### src/design/gcrm_map.vh
`ifndef GCRM_MAP_VH
`define GCRM_MAP_VH
`define GCRM_CODE_CONTROL_COMMAND_WORD 8'h00
`define GCRM_CODE_CONTROL_HI 8'h01
`define GCRM_CODE_AT_RATE_CURRENT 8'h02
`define GCRM_CODE_AT_RATE_HI 8'h03
`define GCRM_CODE_AT_RATE_TIME_TO_EMPTY 8'h04
`define GCRM_CODE_THERMAL_READING 8'h06
`define GCRM_CODE_CELL_POTENTIAL_MV 8'h08
`define GCRM_CODE_GAUGE_INDICATOR_BITS 8'h0A
`define GCRM_CODE_NOMINAL_AVAILABLE_CAPACITY 8'h0C
`define GCRM_CODE_FULL_AVAILABLE_CAPACITY 8'h0E
`define GCRM_CODE_REMAINING_CAPACITY 8'h10
`define GCRM_CODE_FULL_CHARGE_CAPACITY 8'h12
`define GCRM_CODE_AVERAGE_CURRENT 8'h14
`define GCRM_CODE_TIME_TO_EMPTY 8'h16
`define GCRM_CODE_TIME_TO_FULL 8'h18
`define GCRM_CODE_STANDBY_CURRENT 8'h1A
`define GCRM_CODE_STANDBY_TIME_TO_EMPTY 8'h1C
`define GCRM_CODE_MAX_LOAD_CURRENT 8'h1E
`define GCRM_CODE_MAX_LOAD_TIME_TO_EMPTY 8'h20
`define GCRM_CODE_AVAILABLE_ENERGY 8'h22
`define GCRM_CODE_AVERAGE_POWER 8'h24
`define GCRM_CODE_CONSTANT_POWER_TIME_TO_EMPTY 8'h26
`define GCRM_CODE_STATE_OF_HEALTH 8'h28
`define GCRM_CODE_GAP 8'h2A
`define GCRM_CODE_STATE_OF_CHARGE 8'h2C
`define GCRM_CODE_NORMALIZED_IMPEDANCE_CAL 8'h2E
`define GCRM_CODE_INSTANTANEOUS_CURRENT 8'h30
`define GCRM_CODE_REG_END 8'h32
`define GCRM_CODE_FLASH_BLOCK_SELECT 8'h3F
`define GCRM_CODE_FLASH_BASE 8'h40
`define GCRM_CODE_FLASH_END 8'h60
`define GCRM_SUB_STATUS 16'h0000
`define GCRM_SUB_SET_HIBERNATE 16'h0011
`define GCRM_SUB_CLEAR_HIBERNATE 16'h0012
`define GCRM_SUB_SET_SNOOZE 16'h0013
`define GCRM_SUB_CLEAR_SNOOZE 16'h0014
`define GCRM_SUB_LOCK 16'h0020
`define GCRM_UNLOCK_KEY0 16'h1A2B
`define GCRM_UNLOCK_KEY1 16'h3C4D
`define GCRM_STAT_LOCKED_BIT 13
`define GCRM_STAT_INITCOMP_BIT 7
`define GCRM_STAT_HIBERNATE_BIT 6
`define GCRM_STAT_SNOOZE_BIT 5
`define GCRM_STAT_SLEEP_BIT 4
`define GCRM_CLK_MHZ 10
`define GCRM_SOC_PULSE_US 1000
`define GCRM_DEV_ADDR 7'h2A
`endif

### src/design/gcrm_mem.v
`timescale 1ns/10ps
module gcrm_mem #(
  parameter AW = 5,
  parameter LN = 2
) (
  input wire clk,
  input wire [AW-1:0] addr,
  input wire [LN-1:0] we,
  input wire [8*LN-1:0] wdata,
  output reg [8*LN-1:0] rdata
);
  reg [8*LN-1:0] mem [0:(1<<AW)-1];
  integer i;

  // byte lanes so a single byte of a word can be written alone
  always @(posedge clk)
  begin
    for (i = 0; i < LN; i = i + 1)
    begin
      if (we[i])
      begin
        mem[addr][i*8 +: 8] <= wdata[i*8 +: 8];
      end
    end
    rdata <= mem[addr];
  end
endmodule

### src/design/gcrm_sync.v
`timescale 1ns/10ps
module gcrm_sync #(
  parameter W = 1
) (
  input wire clk,
  input wire rst_b,
  input wire [W-1:0] d,
  output reg [W-1:0] q
);
  reg [W-1:0] meta_reg;

  // first stage feeds only the second stage
  always @(posedge clk or negedge rst_b)
  begin
    if (!rst_b)
    begin
      meta_reg <= {W{1'b0}};
      q <= {W{1'b0}};
    end
    else
    begin
      meta_reg <= d;
      q <= meta_reg;
    end
  end
endmodule

### src/design/gcrm_top.v
// Functional notes
// - standard battery values are sixteen-bit words held in the map.
// - each word sits at an even command code plus the following odd.
// - host sends command code, then reads or writes data bytes.
// - standard command writes are taken in the normal power mode.
// - locked mode allows writes only to control and at-rate words.
// - commands reach control, status registers and data-flash bytes.
// - flash reached via block select and offset, writes only unlocked.
// - two user data-flash blocks of thirty-two bytes each.
// - five power modes change on events and on host requests.
// - a state-of-charge interrupt pulse is driven toward the host.
`timescale 1ns/10ps
`include "gcrm_map.vh"
module gcrm_top #(
  parameter [6:0] DEV_ADDR = `GCRM_DEV_ADDR,
  parameter SOC_PULSE_CYC = `GCRM_SOC_PULSE_US * `GCRM_CLK_MHZ
) (
  input wire CORE_CLK,
  input wire RST_B,
  input wire SCL_IN,
  input wire SDA_IN,
  output reg SDA_OUT,
  output reg SDA_OE,
  input wire BAT_PRESENT,
  input wire LOW_LOAD,
  input wire UPD_VALID,
  input wire [4:0] UPD_INDEX,
  input wire [15:0] UPD_WORD,
  output reg SOC_INT,
  output reg [4:0] POWER_MODE,
  output reg LOCKED
);
  localparam [6:0] ST_IDLE = 7'h01;
  localparam [6:0] ST_ADDR = 7'h02;
  localparam [6:0] ST_AACK = 7'h04;
  localparam [6:0] ST_RX = 7'h08;
  localparam [6:0] ST_RACK = 7'h10;
  localparam [6:0] ST_TX = 7'h20;
  localparam [6:0] ST_TACK = 7'h40;
  localparam [4:0] PM_NORMAL = 5'h01;
  localparam [4:0] PM_SLEEP = 5'h02;
  localparam [4:0] PM_SLEEP_PLUS = 5'h04;
  localparam [4:0] PM_HIBERNATE = 5'h08;
  localparam [4:0] PM_BAT_CHECK = 5'h10;
  localparam [15:0] SOC_CYC = SOC_PULSE_CYC[15:0];
  localparam [7:0] SOC_CODE = `GCRM_CODE_STATE_OF_CHARGE;
  localparam [4:0] SOC_INDEX = SOC_CODE[5:1];
  localparam [7:0] GAP_CODE = `GCRM_CODE_GAP;

  function reg_mapped;
    input [7:0] c;
    begin
      reg_mapped = (c < `GCRM_CODE_REG_END) &&
        (c[7:1] != GAP_CODE[7:1]);
    end
  endfunction

  function flash_mapped;
    input [7:0] c;
    begin
      flash_mapped = (c >= `GCRM_CODE_FLASH_BASE) &&
        (c < `GCRM_CODE_FLASH_END);
    end
  endfunction

  wire [3:0] sync_q;
  wire scl_s = sync_q[0];
  wire sda_s = sync_q[1];
  wire bat_s = sync_q[2];
  wire low_s = sync_q[3];
  reg scl_d;
  reg sda_d;
  reg [6:0] state_reg;
  reg [3:0] bit_cnt_reg;
  reg [7:0] shift_reg;
  reg [7:0] ptr_reg;
  reg first_reg;
  reg rw_reg;
  reg wr_en_reg;
  reg [7:0] wr_code_reg;
  reg [7:0] wr_data_reg;
  reg [7:0] ctl_lo_reg;
  reg ctl_status_reg;
  reg key0_seen_reg;
  reg blk_sel_reg;
  reg hib_req_reg;
  reg snooze_reg;
  reg pend_reg;
  reg [4:0] pend_index_reg;
  reg [15:0] pend_word_reg;
  reg [15:0] soc_reg;
  reg [15:0] soc_cnt_reg;
  reg [4:0] pm_next;
  reg [7:0] tx_byte;
  reg [4:0] reg_addr;
  reg [1:0] reg_we;
  reg [15:0] reg_wdata;
  wire [15:0] reg_rdata;
  wire [7:0] flash_rdata;
  wire [15:0] status_word;
  wire scl_rise = scl_s & ~scl_d;
  wire scl_fall = ~scl_s & scl_d;
  wire bus_start = scl_s & scl_d & sda_d & ~sda_s;
  wire bus_stop = scl_s & scl_d & ~sda_d & sda_s;
  wire [15:0] sub = {wr_data_reg, ctl_lo_reg};
  wire wr_ok = (POWER_MODE == PM_NORMAL) &&
    (~LOCKED || wr_code_reg <= `GCRM_CODE_AT_RATE_HI);
  wire flash_we = wr_en_reg && wr_ok && ~LOCKED &&
    flash_mapped(wr_code_reg);
  wire ctl_hi_wr = wr_en_reg && wr_ok &&
    wr_code_reg == `GCRM_CODE_CONTROL_HI;

  gcrm_sync #(
    .W(4)
  ) u_sync (
    .clk(CORE_CLK),
    .rst_b(RST_B),
    .d({LOW_LOAD, BAT_PRESENT, SDA_IN, SCL_IN}),
    .q(sync_q)
  );

  gcrm_mem #(
    .AW(5),
    .LN(2)
  ) u_regs (
    .clk(CORE_CLK),
    .addr(reg_addr),
    .we(reg_we),
    .wdata(reg_wdata),
    .rdata(reg_rdata)
  );

  // one memory holds both user blocks; the select bit is the top address
  gcrm_mem #(
    .AW(6),
    .LN(1)
  ) u_flash (
    .clk(CORE_CLK),
    .addr(flash_we ? {blk_sel_reg, wr_code_reg[4:0]} :
      {blk_sel_reg, ptr_reg[4:0]}),
    .we(flash_we),
    .wdata(wr_data_reg),
    .rdata(flash_rdata)
  );

  assign status_word = {2'h0, LOCKED, 5'h0, 1'b1, hib_req_reg, snooze_reg,
    POWER_MODE == PM_SLEEP || POWER_MODE == PM_SLEEP_PLUS, 4'h0};

  // host writes win the port; gauge updates wait in pend_reg until a cycle with no host write
  always @*
  begin
    reg_addr = ptr_reg[5:1];
    reg_we = 2'b00;
    reg_wdata = pend_word_reg;
    if (wr_en_reg && wr_ok && reg_mapped(wr_code_reg))
    begin
      reg_addr = wr_code_reg[5:1];
      reg_we = wr_code_reg[0] ? 2'b10 : 2'b01;
      reg_wdata = {wr_data_reg, wr_data_reg};
    end
    else if (pend_reg)
    begin
      reg_addr = pend_index_reg;
      reg_we = 2'b11;
    end
  end

  always @*
  begin
    tx_byte = 8'h00;
    if (reg_mapped(ptr_reg))
    begin
      if (ptr_reg[7:1] == 7'h00 && ctl_status_reg)
      begin
        tx_byte = ptr_reg[0] ? status_word[15:8] : status_word[7:0];
      end
      else
      begin
        tx_byte = ptr_reg[0] ? reg_rdata[15:8] : reg_rdata[7:0];
      end
    end
    else if (flash_mapped(ptr_reg))
    begin
      tx_byte = flash_rdata;
    end
    else if (ptr_reg == `GCRM_CODE_FLASH_BLOCK_SELECT)
    begin
      tx_byte = {7'h00, blk_sel_reg};
    end
  end

  // serial engine: code byte first, then data bytes with auto increment
  always @(posedge CORE_CLK or negedge RST_B)
  begin
    if (!RST_B)
    begin
      scl_d <= 1'b1;
      sda_d <= 1'b1;
      state_reg <= ST_IDLE;
      bit_cnt_reg <= 4'h0;
      shift_reg <= 8'h00;
      ptr_reg <= 8'h00;
      first_reg <= 1'b1;
      rw_reg <= 1'b0;
      wr_en_reg <= 1'b0;
      wr_code_reg <= 8'h00;
      wr_data_reg <= 8'h00;
      SDA_OE <= 1'b0;
      SDA_OUT <= 1'b0;
    end
    else
    begin
      scl_d <= scl_s;
      sda_d <= sda_s;
      wr_en_reg <= 1'b0;
      SDA_OUT <= 1'b0;
      if (bus_start)
      begin
        state_reg <= ST_ADDR;
        bit_cnt_reg <= 4'h0;
        first_reg <= 1'b1;
        SDA_OE <= 1'b0;
      end
      else if (bus_stop)
      begin
        state_reg <= ST_IDLE;
        SDA_OE <= 1'b0;
      end
      else
      begin
        case (state_reg)
          ST_ADDR, ST_RX:
          begin
            if (scl_rise)
            begin
              shift_reg <= {shift_reg[6:0], sda_s};
              bit_cnt_reg <= bit_cnt_reg + 4'h1;
            end
            else if (scl_fall && bit_cnt_reg == 4'h8)
            begin
              if (state_reg == ST_RX)
              begin
                state_reg <= ST_RACK;
                SDA_OE <= 1'b1;
                first_reg <= 1'b0;
                if (first_reg)
                begin
                  ptr_reg <= shift_reg;
                end
                else
                begin
                  wr_en_reg <= 1'b1;
                  wr_code_reg <= ptr_reg;
                  wr_data_reg <= shift_reg;
                  ptr_reg <= ptr_reg + 8'h01;
                end
              end
              else if (shift_reg[7:1] == DEV_ADDR)
              begin
                state_reg <= ST_AACK;
                SDA_OE <= 1'b1;
                rw_reg <= shift_reg[0];
              end
              else
              begin
                state_reg <= ST_IDLE;
              end
            end
          end
          ST_AACK, ST_RACK, ST_TACK:
          begin
            if (scl_rise && state_reg == ST_TACK && sda_s)
            begin
              state_reg <= ST_IDLE;
            end
            else if (scl_fall && (state_reg == ST_RACK || !rw_reg))
            begin
              state_reg <= ST_RX;
              bit_cnt_reg <= 4'h0;
              SDA_OE <= 1'b0;
            end
            else if (scl_fall)
            begin
              state_reg <= ST_TX;
              shift_reg <= tx_byte;
              SDA_OE <= ~tx_byte[7];
              bit_cnt_reg <= 4'h1;
              ptr_reg <= ptr_reg + 8'h01;
            end
          end
          ST_TX:
          begin
            if (scl_fall && bit_cnt_reg == 4'h8)
            begin
              state_reg <= ST_TACK;
              SDA_OE <= 1'b0;
            end
            else if (scl_fall)
            begin
              shift_reg <= {shift_reg[6:0], 1'b0};
              SDA_OE <= ~shift_reg[6];
              bit_cnt_reg <= bit_cnt_reg + 4'h1;
            end
          end
          default:
          begin
            SDA_OE <= 1'b0;
          end
        endcase
      end
    end
  end

  // control subcommands, access mode and flash block select
  always @(posedge CORE_CLK or negedge RST_B)
  begin
    if (!RST_B)
    begin
      ctl_lo_reg <= 8'h00;
      ctl_status_reg <= 1'b1;
      key0_seen_reg <= 1'b0;
      LOCKED <= 1'b1;
      blk_sel_reg <= 1'b0;
      hib_req_reg <= 1'b0;
      snooze_reg <= 1'b0;
    end
    else
    begin
      if (wr_en_reg && wr_ok &&
        wr_code_reg == `GCRM_CODE_CONTROL_COMMAND_WORD)
      begin
        ctl_lo_reg <= wr_data_reg;
      end
      if (wr_en_reg && wr_ok && ~LOCKED &&
        wr_code_reg == `GCRM_CODE_FLASH_BLOCK_SELECT)
      begin
        blk_sel_reg <= wr_data_reg[0];
      end
      if (POWER_MODE == PM_HIBERNATE && pm_next == PM_NORMAL)
      begin
        hib_req_reg <= 1'b0;
      end
      if (ctl_hi_wr)
      begin
        ctl_status_reg <= sub == `GCRM_SUB_STATUS;
        key0_seen_reg <= sub == `GCRM_UNLOCK_KEY0;
        if (sub == `GCRM_SUB_LOCK)
        begin
          LOCKED <= 1'b1;
        end
        if (key0_seen_reg && sub == `GCRM_UNLOCK_KEY1)
        begin
          LOCKED <= 1'b0;
        end
        if (sub == `GCRM_SUB_SET_HIBERNATE)
        begin
          hib_req_reg <= 1'b1;
        end
        if (sub == `GCRM_SUB_CLEAR_HIBERNATE)
        begin
          hib_req_reg <= 1'b0;
        end
        if (sub == `GCRM_SUB_SET_SNOOZE)
        begin
          snooze_reg <= 1'b1;
        end
        if (sub == `GCRM_SUB_CLEAR_SNOOZE)
        begin
          snooze_reg <= 1'b0;
        end
      end
    end
  end

  // a bus start only wakes the sleep modes; hibernate waits for load
  always @*
  begin
    pm_next = POWER_MODE;
    case (POWER_MODE)
      PM_NORMAL:
        if (low_s)
          pm_next = snooze_reg ? PM_SLEEP_PLUS : PM_SLEEP;
      PM_SLEEP:
        if (bus_start || !low_s)
          pm_next = PM_NORMAL;
        else if (hib_req_reg)
          pm_next = PM_HIBERNATE;
      PM_SLEEP_PLUS:
        if (bus_start || !low_s)
          pm_next = PM_NORMAL;
      PM_HIBERNATE:
        if (!low_s)
          pm_next = PM_NORMAL;
      PM_BAT_CHECK:
        if (bat_s)
          pm_next = PM_NORMAL;
      default:
        pm_next = PM_BAT_CHECK;
    endcase
    if (!bat_s)
    begin
      pm_next = PM_BAT_CHECK;
    end
  end

  // gauge updates and the state-of-charge interrupt pulse
  always @(posedge CORE_CLK or negedge RST_B)
  begin
    if (!RST_B)
    begin
      POWER_MODE <= PM_BAT_CHECK;
      pend_reg <= 1'b0;
      pend_index_reg <= 5'h00;
      pend_word_reg <= 16'h0000;
      soc_reg <= 16'h0000;
      soc_cnt_reg <= 16'h0000;
      SOC_INT <= 1'b0;
    end
    else
    begin
      POWER_MODE <= pm_next;
      if (UPD_VALID)
      begin
        pend_reg <= 1'b1;
        pend_index_reg <= UPD_INDEX;
        pend_word_reg <= UPD_WORD;
      end
      else if (reg_we == 2'b11)
      begin
        pend_reg <= 1'b0;
      end
      if (UPD_VALID && UPD_INDEX == SOC_INDEX && UPD_WORD != soc_reg)
      begin
        soc_reg <= UPD_WORD;
        soc_cnt_reg <= SOC_CYC;
        SOC_INT <= 1'b1;
      end
      else if (soc_cnt_reg != 16'h0000)
      begin
        soc_cnt_reg <= soc_cnt_reg - 16'h0001;
        SOC_INT <= soc_cnt_reg != 16'h0001;
      end
    end
  end
endmodule

### config.mk
export PLATFORM = sky130hd
export DESIGN_NAME = gcrm_top
export DESIGN_NICKNAME = d
export VERILOG_FILES = /design/src/design/gcrm_mem.v /design/src/design/gcrm_sync.v /design/src/design/gcrm_top.v
export VERILOG_INCLUDE_DIRS = /design/src /design/src/design
export SDC_FILE = /design/constraint.sdc
export NUM_CORES = 1
export LEC_CHECK = 0
export BUFFER_PORTS_ARGS = -buffer_cell sky130_fd_sc_hd__buf_2
export CORE_MARGIN = 2
export CORE_UTILIZATION = 50
export CTS_CLUSTER_DIAMETER = 120
export DETAILED_ROUTE_END_ITERATION = 8
export MAX_ROUTING_LAYER = met4
export PLACE_DENSITY = 0.68
export SYNTH_ARGS = -nofsm -noshare
export SYNTH_HDL_FRONTEND = slang
export SYNTH_SLANG_ARGS = --single-unit
### constraint.sdc
create_clock -name CORE_CLK -period 3.45 [get_ports CORE_CLK]
set_input_delay 0.1725 -clock CORE_CLK [delete_from_list [all_inputs] [get_ports CORE_CLK]]
set_output_delay 0.1725 -clock CORE_CLK [all_outputs]
set_load 0.02 [all_outputs]
==> results of run 1 <==
metal layers:
metal | share of wire, % | vias to the layer above | global-route usage (%) | routed length (um)
li1 | - | 13272 | - | -
met1 | 40 | 15637 | 36.7 | 52300
met2 | 47 | 1638 | 42.0 | 62200
met3 | 9.4 | 273 | 4.86 | 12300
met4 | 3.6 | 0 | 9.88 | 4740
met5 | 0 | - | - | 0
cells in the final DEF (no fill, tap or decap), drive strengths merged, types with 54 or more instances in the layout:
master,n
nor3b,262
dfrtp,124
a31oi,54
a221oi,60
nor4,147
nand2,113
a22o,57
a21boi,259
mux2,67
nor2,193
a22oi,147
buf,357
o22ai,65
clkbuf,150
edfxtp,1024
power by group through the flow:
stage / registers (mW) / logic, mW / clock network, mW
final: 16.0 / 1.85 / 12.4
after global routing: 16.1 / 1.99 / 13.1
after CTS: 16.0 / 1.81 / 12.6
after detailed placement: 16.3 / 1.75 / 0
after global placement: 16.3 / 1.69 / 0
after floorplan: 16.2 / 0.981 / 0
worst max-delay path by stage:
| stage | endpoint | slack (ps) | cells past startpoint | startpoint |
|---|---|---|---|---|
| CTS | u_flash.rdata[5] | -4 | 12 | POWER_MODE[3] |
| detailed placement | u_regs.rdata[13] | -300 | 9 | POWER_MODE[3] |
| global route | u_flash.rdata[3] | -50 | 9 | POWER_MODE[3] |
| finish | u_regs.rdata[10] | 50 | 12 | wr_code_reg[7] |
| global placement | u_regs.rdata[13] | -450 | 9 | wr_code_reg[7] |
| floorplan | u_flash.mem[1][0] | 120 | 9 | POWER_MODE[3] |
worst max-delay path, delay by kind of cell (launching register included):
kind / cells / cell delay [ps]
buffers and inverters: 4 / 780
AO/OA/AOI/OAI: 2 / 490
flip-flops: 1 / 410
AND/OR/NAND/NOR: 6 / 1560
cell type report:
cell class	instances	area, um2
diodes	2	5.00
clock buffers	147	3130
clock inverters	67	613
fillers	7089	38800
inverters	11	41.3
multi-input cells	1781	12600
flip-flops and latches	1179	34500
well taps	1265	1580
repair buffers	388	3480
cell usage after synthesis, drive strengths merged, types with 57 or more instances:
cell / instances / area, um2
edfxtp: 1024 / 30700
nor3b: 262 / 1970
a21boi: 259 / 1940
nor2: 193 / 724
clkbuf: 156 / 588
a22oi: 147 / 1100
nor4: 147 / 950
dfrtp: 124 / 3100
nand2: 113 / 427
buf: 74 / 389
mux2: 67 / 754
o22ai: 65 / 407
a221oi: 60 / 526
a22o: 57 / 499
stage by stage:
stage	hold WS [ps]	setup TNS (ps)
after detailed placement	263	-2250
after global placement	247	-3330
final	61.5	0
after global routing	104	-72.8
after floorplan	-123	0
after CTS	63.7	-3.87
what timing repair did:
action	CTS	global route
endpoints found under the setup margin	39	153
cloned	3	3
hold buffers	26	0
gates resized for setup	22	49
setup buffers	3	3
endpoints found under the hold margin	120	0
pin swaps	4	25
kinds of logic (layout without fill, tap and decap cells):
logic type / after synthesis / in the layout / share of synthesized area (%)
xor+xnor: 29 / 29 / 0.533
compound gates: 774 / 774 / 11.9
flops: 1179 / 1179 / 72.5
simple gates: 891 / 891 / 10.9
fa+ha+maj: 5 / 5 / 0.131
other cells: 1 / 3 / 0.00787
buf+inv: 241 / 613 / 2.14
mux: 81 / 81 / 1.90
==> out/qor.txt, run 1 <==
Largest net degree at the start of global routing: 87
Crit path capture type: flop
Clk Latency, worst-skew pair: 710 ps
EDFF count, synth: 1024
Die X: 313 um
Critical Path AT: 3960 ps
Max Slew Vio Count: 0
Sw Ratio: 22.1%
Final HPWL DP: 79800 um
Int Power: 23.6 mW
Power Total: 30.3 mW
Cells after DPL: 4586
Average size of a mapped cell: 14.9 um2
Max Buffers Root-to-Sink: 3
R2R setup slack: 50 ps
Num rows: 113
Pre-CTS setup slack: -300 ps
RSZ-0062 raised after global routing: yes
Global-route wire length before repair: 195000 um
WS Path Type: reg -> reg
Die height: 313 um
Non-Filler Instances: 4840
LEAKAGE: 18.9 nW
IO Count: 37
Placer Congestion: 0.935
Layout cells sized above 1: 20.1%
Worst R2R End: u_regs.rdata[10]
CTS sink count: 1179
Logic gate share of total power: 6.1%
DR vias: 30820
Psw: 6.71 mW
Final period util: 98.5%
Vias in the first global route: 30553
Placed Instance Area: 51400 um2
Final core utilization: 59.1%
Drt drc: 0
Layout area overhead: 17.5%
Seq/Total Area, Yosys: 72.5%
Setup Skew: 22.9 ps
Critical path, cell by cell: nor4_1, nand2_1, a211o_4, nor3_4, buf_4, buf_12, buf_4, nor3b_1, nor4_2, buf_4, o22ai_1, or4_1
Clk root buf: clkbuf_16
Drt total wl: 132000 um
Final setup viols: 0
Port Buffer Count: 35
Final worst slack: 52.3 ps
Mapped Cells: 3201
Clock group share of total power: 41.0%
Peak supply drop: 480 uV
Antenna violations before repair: 1
Status: complete, no violations
R2R depth: 12
Iteration-0 DRC count of the detailed router: 4142
Rel. slew slack: 39.6%
Worst setup SP type: flop
Min cycle time layout: 3400 ps
Fin area: 56000 um2
Crit Path Max Fanout: 21
Mapped Nets: 3234
Biggest regs: u_flash.mem: 512 flops, u_regs.mem: 512 flops
Initial Util: 50.3%
Maxcap violations: 0
CTS buffer count: 116
Mapped Area: 47600 um2
Post-route ant nets: 0
Slowest-stage cell, CP: nor4_2
Worst Hold Class: in -> async
Seq pwr share: 52.9%
CTS tree: yes
Most frequent CP cell: buf_4
PwrDens: 542 nW/um2
All-layer global routing usage: 27.3%
CP max stage delay: 440 ps
Final net count: 3510
Number of synthesized register bits: 1179
Average wire per standard cell: 27.2 um
Post-synth top flop: edfxtp_1
Number of synthesis warnings: 0
DIE AREA: 97800 um2
Post-synthesis cell type count: 75
Core Footprint: 94700 um2
Vias/cell: 6.37
FF-to-FF Start: wr_code_reg[7]
Async SR Flop Fraction: 11.1%
Clock-pin slew on the worst setup and hold paths: 70 ps
FMAX: 0.294 GHz
DR pass1 iterations: 6
Final hold viol count: 0
Grt ovf: 0
Least-Margin Pin Slew: 906 ps
Req. time, crit path: 4010 ps
CTS H-tree lvls: 3
Note: power is estimated with default switching activity, not from simulation.
==> inputs of run 2 (changes only) <==
Settings changed: CELL_PAD_IN_SITES_DETAIL_PLACEMENT from default to 1, CELL_PAD_IN_SITES_GLOBAL_PLACEMENT from default to 1, CORE_UTILIZATION 50 to 49, PLACE_DENSITY 0.68 to default, PLACE_DENSITY_LB_ADDON from default to 0.1.
==> run 2 against run 1 <==
Effect of this change:
- maximum frequency decreased by 1.5%
- wire length is 17% higher
- cell count increased by 2.3%
- clock skew is 1.8 ps higher
- setup slack got worse by 50 ps
- cell area grew 3.4%
- count of clock-buffer cells in the layout is 7 higher
- first-iteration DRC count shrank 4.5%
- sequential share of layout area is 2.0 points lower
- largest power group unchanged
==> out/qor.txt, run 2 (synthesis results as in run 1) <==
Initial Util: 49.3%
Average wire per standard cell: 31.0 um
Area occupied by registers: 34500 um2
Req. time, crit path: 4070 ps
Largest net degree at the start of global routing: 79
Fin area: 57900 um2
Core Footprint: 96600 um2
Clk Latency, worst-skew pair: 740 ps
Crit path capture type: flop
DIE AREA: 99700 um2
Most frequent cells in the layout: 1024 x edfxtp_1, 316 x buf_4, 258 x nor3b_1
Critical Path AT: 4070 ps
Power Total: 31.6 mW
Max Slew Vio Count: 0
Smallest hold slack: 83.6 ps
Status: complete, no violations
Min cycle time layout: 3450 ps
DR vias: 31686
CP max stage delay: 560 ps
Cells after DPL: 4621
All-layer global routing usage: 30.7%
Iteration-0 DRC count of the detailed router: 3954
Max Buffers Root-to-Sink: 3
Clock-pin slew on the worst setup and hold paths: 70 ps
Die X: 316 um
IO Count: 37
Antenna violations before repair: 10
Post-route ant nets: 0
Port Buffer Count: 35
Crit Path Max Fanout: 8
Placer Congestion: 0.913
Commonest non-fill, non-tap cell in the layout: edfxtp_1
Final period util: 99.9%
Global-route wire length before repair: 219000 um
Biggest regs: u_flash.mem: 512 flops, u_regs.mem: 512 flops
Vias/cell: 6.40
Slowest-stage cell, CP: nor4_2
Fillers: 8846
Worst setup SP type: flop
Multi-input logic area: 13000 um2
CTS tree: yes
Final net count: 3594
Clk root buf: clkbuf_16
Non-Filler Instances: 4949
Final HPWL DP: 92300 um
CTS H-tree lvls: 3
LEAKAGE: 19.7 nW
Layout cells sized above 1: 24.4%
Most frequent CP cell: buf_12
Worst Hold Class: in -> async
WS Path Type: reg -> reg
Vias in the first global route: 32343
Die height: 316 um
Setup Skew: 24.7 ps
CTS buffer count: 121
RSZ-0062 raised after global routing: yes
Critical path, cell by cell: nor4_4, nand3_2, a211o_4, nor3_4, buf_12, buf_12, nor3b_1, nor4_2, buf_4, o22ai_1, or4_1
PwrDens: 546 nW/um2
Final hold viol count: 0
Num rows: 114
Layout area overhead: 21.5%
Drt total wl: 154000 um
Least-Margin Pin Slew: 1190 ps
DR pass1 iterations: 5
Drt drc: 0
Final setup viols: 0
Placed Instance Area: 51800 um2
Rel. slew slack: 19.8%
Peak supply drop: 413 uV
Grt ovf: 0
FMAX: 0.290 GHz
CTS sink count: 1179
Maxcap violations: 0
run 2: metal layers:
metal  vias up  share of wire (%)  track usage, %
li1      13459                  -               -
met1     16602                 42            42.2
met2      1383                 48            48.1
met3       242                7.3            4.37
met4         0                2.9            8.70
met5         -                  0               -
run 2: final cells by class:
| type | instances | area share (%) |
|---|---|---|
| Clock inverter | 77 | 1.42 |
| Sequential cell | 1179 | 59.7 |
| Tap cell | 1276 | 2.76 |
| Multi-Input combinational cell | 1784 | 22.5 |
| Timing Repair Buffer | 464 | 7.85 |
| Clock buffer | 154 | 5.66 |
| Inverter | 11 | 0.0714 |
| Antenna cell | 4 | 0.0173 |
run 2: worst max-delay path, delay by kind of cell (launching register included):
| family | cells | cell delay [ps] |
|---|---|---|
| AO/OA/AOI/OAI | 2 | 450 |
| buffers and inverters | 3 | 570 |
| AND/OR/NAND/NOR | 6 | 1910 |
| flip-flops | 1 | 420 |
run 2: worst paths after layout:
| path | end | cells past startpoint | slack, ps | startpoint |
|---|---|---|---|---|
| max | u_regs.rdata[6] | 11 | 2 | POWER_MODE[2] |
| min | ctl_lo_reg[1] | 2 | 80 | RST_B |
| max reg2reg | u_regs.rdata[6] | 11 | 2 | POWER_MODE[2] |
| min reg2reg | u_sync.q[1] | 0 | 360 | u_sync.meta_reg[1] |
| max in group asynchronous | soc_cnt_reg[13] | 3 | 2370 | RST_B |
| min in group CORE_CLK | u_sync.meta_reg[1] | 2 | 100 | SDA_IN |
run 2: repair_timing:
item,CTS,global route
buffers inserted,25,29
hold endpoints to repair,117,0
pin swaps,40,40
cloned,7,9
gates resized for setup,82,94
hold buffers,26,0
setup endpoints to repair,85,408
run 2: power by group:
part           switching [mW]  internal, mW  total (mW)
registers               0.269          15.8        16.1
logic                    1.25         0.770        2.02
clock network            5.75          7.78        13.5
total                    7.26          24.3        31.6
run 2: through the flow:
stage	worst slack (ps)	util, %	TNS (ps)
3_5_place_dp	-382	53.7	-4090
6_report	1.87	59.9	0
4_1_cts	-29.1	59.1	-94.4
5_1_grt	-185	59.9	-7250
3_3_place_gp	-384	53.7	-3480
2_1_floorplan	122	-	0
==> inputs of run 3 (changes only) <==
Settings changed: SYNTH_HIERARCHICAL from default to 1.
==> run 3 against run 2 <==
Effect of this change:
- the run now ends with negative setup slack left
- highest routed layer unchanged
- worst hold slack worse by 37 ps
- wire length is 1.3% higher
- critical path type unchanged
- synthesized area is 0.53% lower
==> out/qor.txt, run 3 <==
Status: complete, but fails checks
Failing checks: negative setup slack
Placed Instance Area: 53000 um2
Mapped Nets: 3004
Commonest non-fill, non-tap cell in the layout: edfxtp_1
Final net count: 3581
Global-route wire length before repair: 216000 um
Non-Filler Instances: 4933
Sw Ratio: 22.4%
Setup Skew: 37.8 ps
Average size of a mapped cell: 15.9 um2
IO Count: 37
CTS sink count: 1179
TNS Setup: -78030 ps
Clock group share of total power: 43.2%
Seq pwr share: 49.4%
Mapped Cells: 2971
Num rows: 114
WS Path Type: reg -> reg
FMAX: 0.257 GHz
Rel. slew slack: 16.3%
Fillers: 8363
DR vias: 30955
CTS buffer count: 120
Fin area: 61700 um2
Crit Path Max Fanout: 9
Mapped Area: 47400 um2
Grt ovf: 0
Worst Hold Class: in -> async
Seq/Total Area, Yosys: 72.8%
Drt drc: 0
Layout cells sized above 1: 36.8%
Psw: 7.25 mW
Max Buffers Root-to-Sink: 3
Drt total wl: 156000 um
Async SR Flop Fraction: 11.1%
DIE AREA: 99200 um2
Final period util: 113%
All-layer global routing usage: 30.7%
PwrDens: 525 nW/um2
Most numerous cell in the Yosys netlist: edfxtp_1
Antenna violations before repair: 6
Critical Path AT: 4500 ps
Average wire per standard cell: 31.5 um
RSZ-0062 raised after global routing: yes
Post-synth top cells: 1024 x edfxtp_1, 315 x mux2i_1, 206 x nor2_1
CTS tree: yes
Clock-pin slew on the worst setup and hold paths: 60 ps
Clk root buf: clkbuf_16
Int Power: 25.2 mW
Peak supply drop: 525 uV
Maxcap violations: 0
Number of synthesized register bits: 1179
Post-synthesis cell type count: 88
Worst R2R End: u_flash/rdata[2]
Req. time, crit path: 4050 ps
Least-Margin Pin Slew: 1250 ps
Die X: 315 um
Iteration-0 DRC count of the detailed router: 3407
CTS H-tree lvls: 3
Logic gate share of total power: 7.4%
Biggest regs: u_flash/mem: 512 flops, u_regs/mem: 512 flops
Die height: 315 um
Max Slew Vio Count: 0
DR pass1 iterations: 5
Layout area overhead: 30.3%
Placer Congestion: 0.953
Vias in the first global route: 31650
Share of Yosys cell area claimed by the top area cell type: 64.9%
Cells after DPL: 4559
Main area contributors after synthesis: edfxtp_1 65%, mux2i_1 6.7%, dfrtp_1 6.5%, mux2_2 2.1%, o22ai_1 2.0%
Post-route ant nets: 0
Final HPWL DP: 95700 um
Port Buffer Count: 35
R2R setup slack: -450 ps
Crit path capture type: flop
EDFF count, synth: 1024
Vias/cell: 6.28
FF-to-FF Start: POWER_MODE[1]
Min cycle time layout: 3900 ps
Most frequent cells in the layout: 1024 x edfxtp_1, 381 x buf_4, 242 x mux2i_1
R2R depth: 14
Initial Util: 49.2%
Final worst slack: -447 ps
LEAKAGE: 21.0 nW
Largest net degree at the start of global routing: 92
Clk Latency, worst-skew pair: 740 ps
Final hold viol count: 0
Worst setup SP type: flop
Post-synth top flop: edfxtp_1
Number of synthesis warnings: 6
Final setup viols: 748
Core Footprint: 96300 um2
Area leader, netlist: edfxtp_1
==> run 3: cell count changes in the layout (fill, tap and decap cells not counted), sizes merged, moves of 18 or more <==
cell	change
nand2	-19
nor3b	-261
o21ai	+38
buf	+180
mux2i	+301
clkinv	-21
nor4	-99
a21boi	-257
a22o	-38
o22ai	+96
mux4	+18
a22oi	-61
a31oi	-46
mux2	+29
==> run 3: worst max-delay path by stage <==
| stage | start | endpoint | slack [ps] |
|---|---|---|---|
| 3_3_place_gp | POWER_MODE[1] | u_flash/rdata[7] | -890 |
| 4_1_cts | POWER_MODE[2] | u_flash/rdata[1] | -390 |
| 6_report | POWER_MODE[1] | u_flash/rdata[2] | -450 |
| 2_1_floorplan | POWER_MODE[4] | u_flash/mem[13][0] | -460 |
| 3_5_place_dp | POWER_MODE[1] | u_flash/rdata[7] | -960 |
| 5_1_grt | POWER_MODE[1] | u_regs/rdata[4] | -510 |
==> run 3: power groups by stage <==
stage | clock, mW | sequential, mW | combinational (mW)
after floorplan | 0 | 16.2 | 1.03
after global placement | 0 | 16.3 | 1.67
after detailed placement | 0 | 16.3 | 1.76
after CTS | 14.1 | 16.0 | 2.05
after global routing | 14.7 | 16.0 | 2.53
final | 14.0 | 16.0 | 2.39
==> run 3: logic make-up after synthesis <==
logic type      count (synthesis)  share of synthesized area, %
flops                        1179                          72.8
compound gates                566                          8.38
simple gates                  541                          5.94
mux                           432                          9.89
buf+inv                       214                          2.19
xor+xnor                       33                         0.610
fa+ha+maj                       5                         0.132
other cells                     1                       0.00791
==> run 3: final cells by class <==
class	instances	area, um2	area share (%)
Clock buffer	166	3390	5.49
Inverter	23	86.3	0.140
Timing Repair Buffer	644	6620	10.7
Antenna cell	3	7.51	0.0122
Clock inverter	62	842	1.36
Sequential cell	1179	34500	55.9
Tap cell	1276	1600	2.59
Multi-Input combinational cell	1580	14700	23.8
==> run 3: layer usage <==
layer	part of all wire, %	vias up	track usage, %
met5	0	-	-
met1	42	16387	43.1
met4	2.4	0	7.63
li1	-	12989	-
met2	49	1343	47.7
met3	6.9	236	4.14
==> run 3: timing repair <==
action                                 in CTS  in global routing
endpoints found under the hold margin     171                  0
hold buffers                               28                  0
setup buffers                              50                 55
resized for setup                         245                381
pin swaps                                  61                 87
gates cloned                                9                  8
setup endpoints to repair                 772               1357
==> run 3: metrics by stage <==
stage | setup WS (ps) | hold slack (ps) | util (%) | power (mW)
2_1_floorplan | -464 | -123 | - | 17.2
3_3_place_gp | -889 | 119 | 55.0 | 18.0
3_5_place_dp | -959 | 125 | 55.0 | 18.1
4_1_cts | -386 | 17.2 | 61.7 | 32.1
5_1_grt | -511 | 48.2 | 64.1 | 33.2
6_report | -447 | 46.6 | 64.1 | 32.4
==> run 3: critical path, stage by stage, from the launching register on <==
cell      delay (ps)
dfrtp_2          420
nor3_4           240
nand3_4          150
or2_4            280
nor4b_4          230
buf_4            200
mux2_4           410
buf_12           190
buf_4            180
buf_4            160
mux4_2           470
mux2i_4          220
buf_6            140
o211ai_1         130
a2111o_1         340
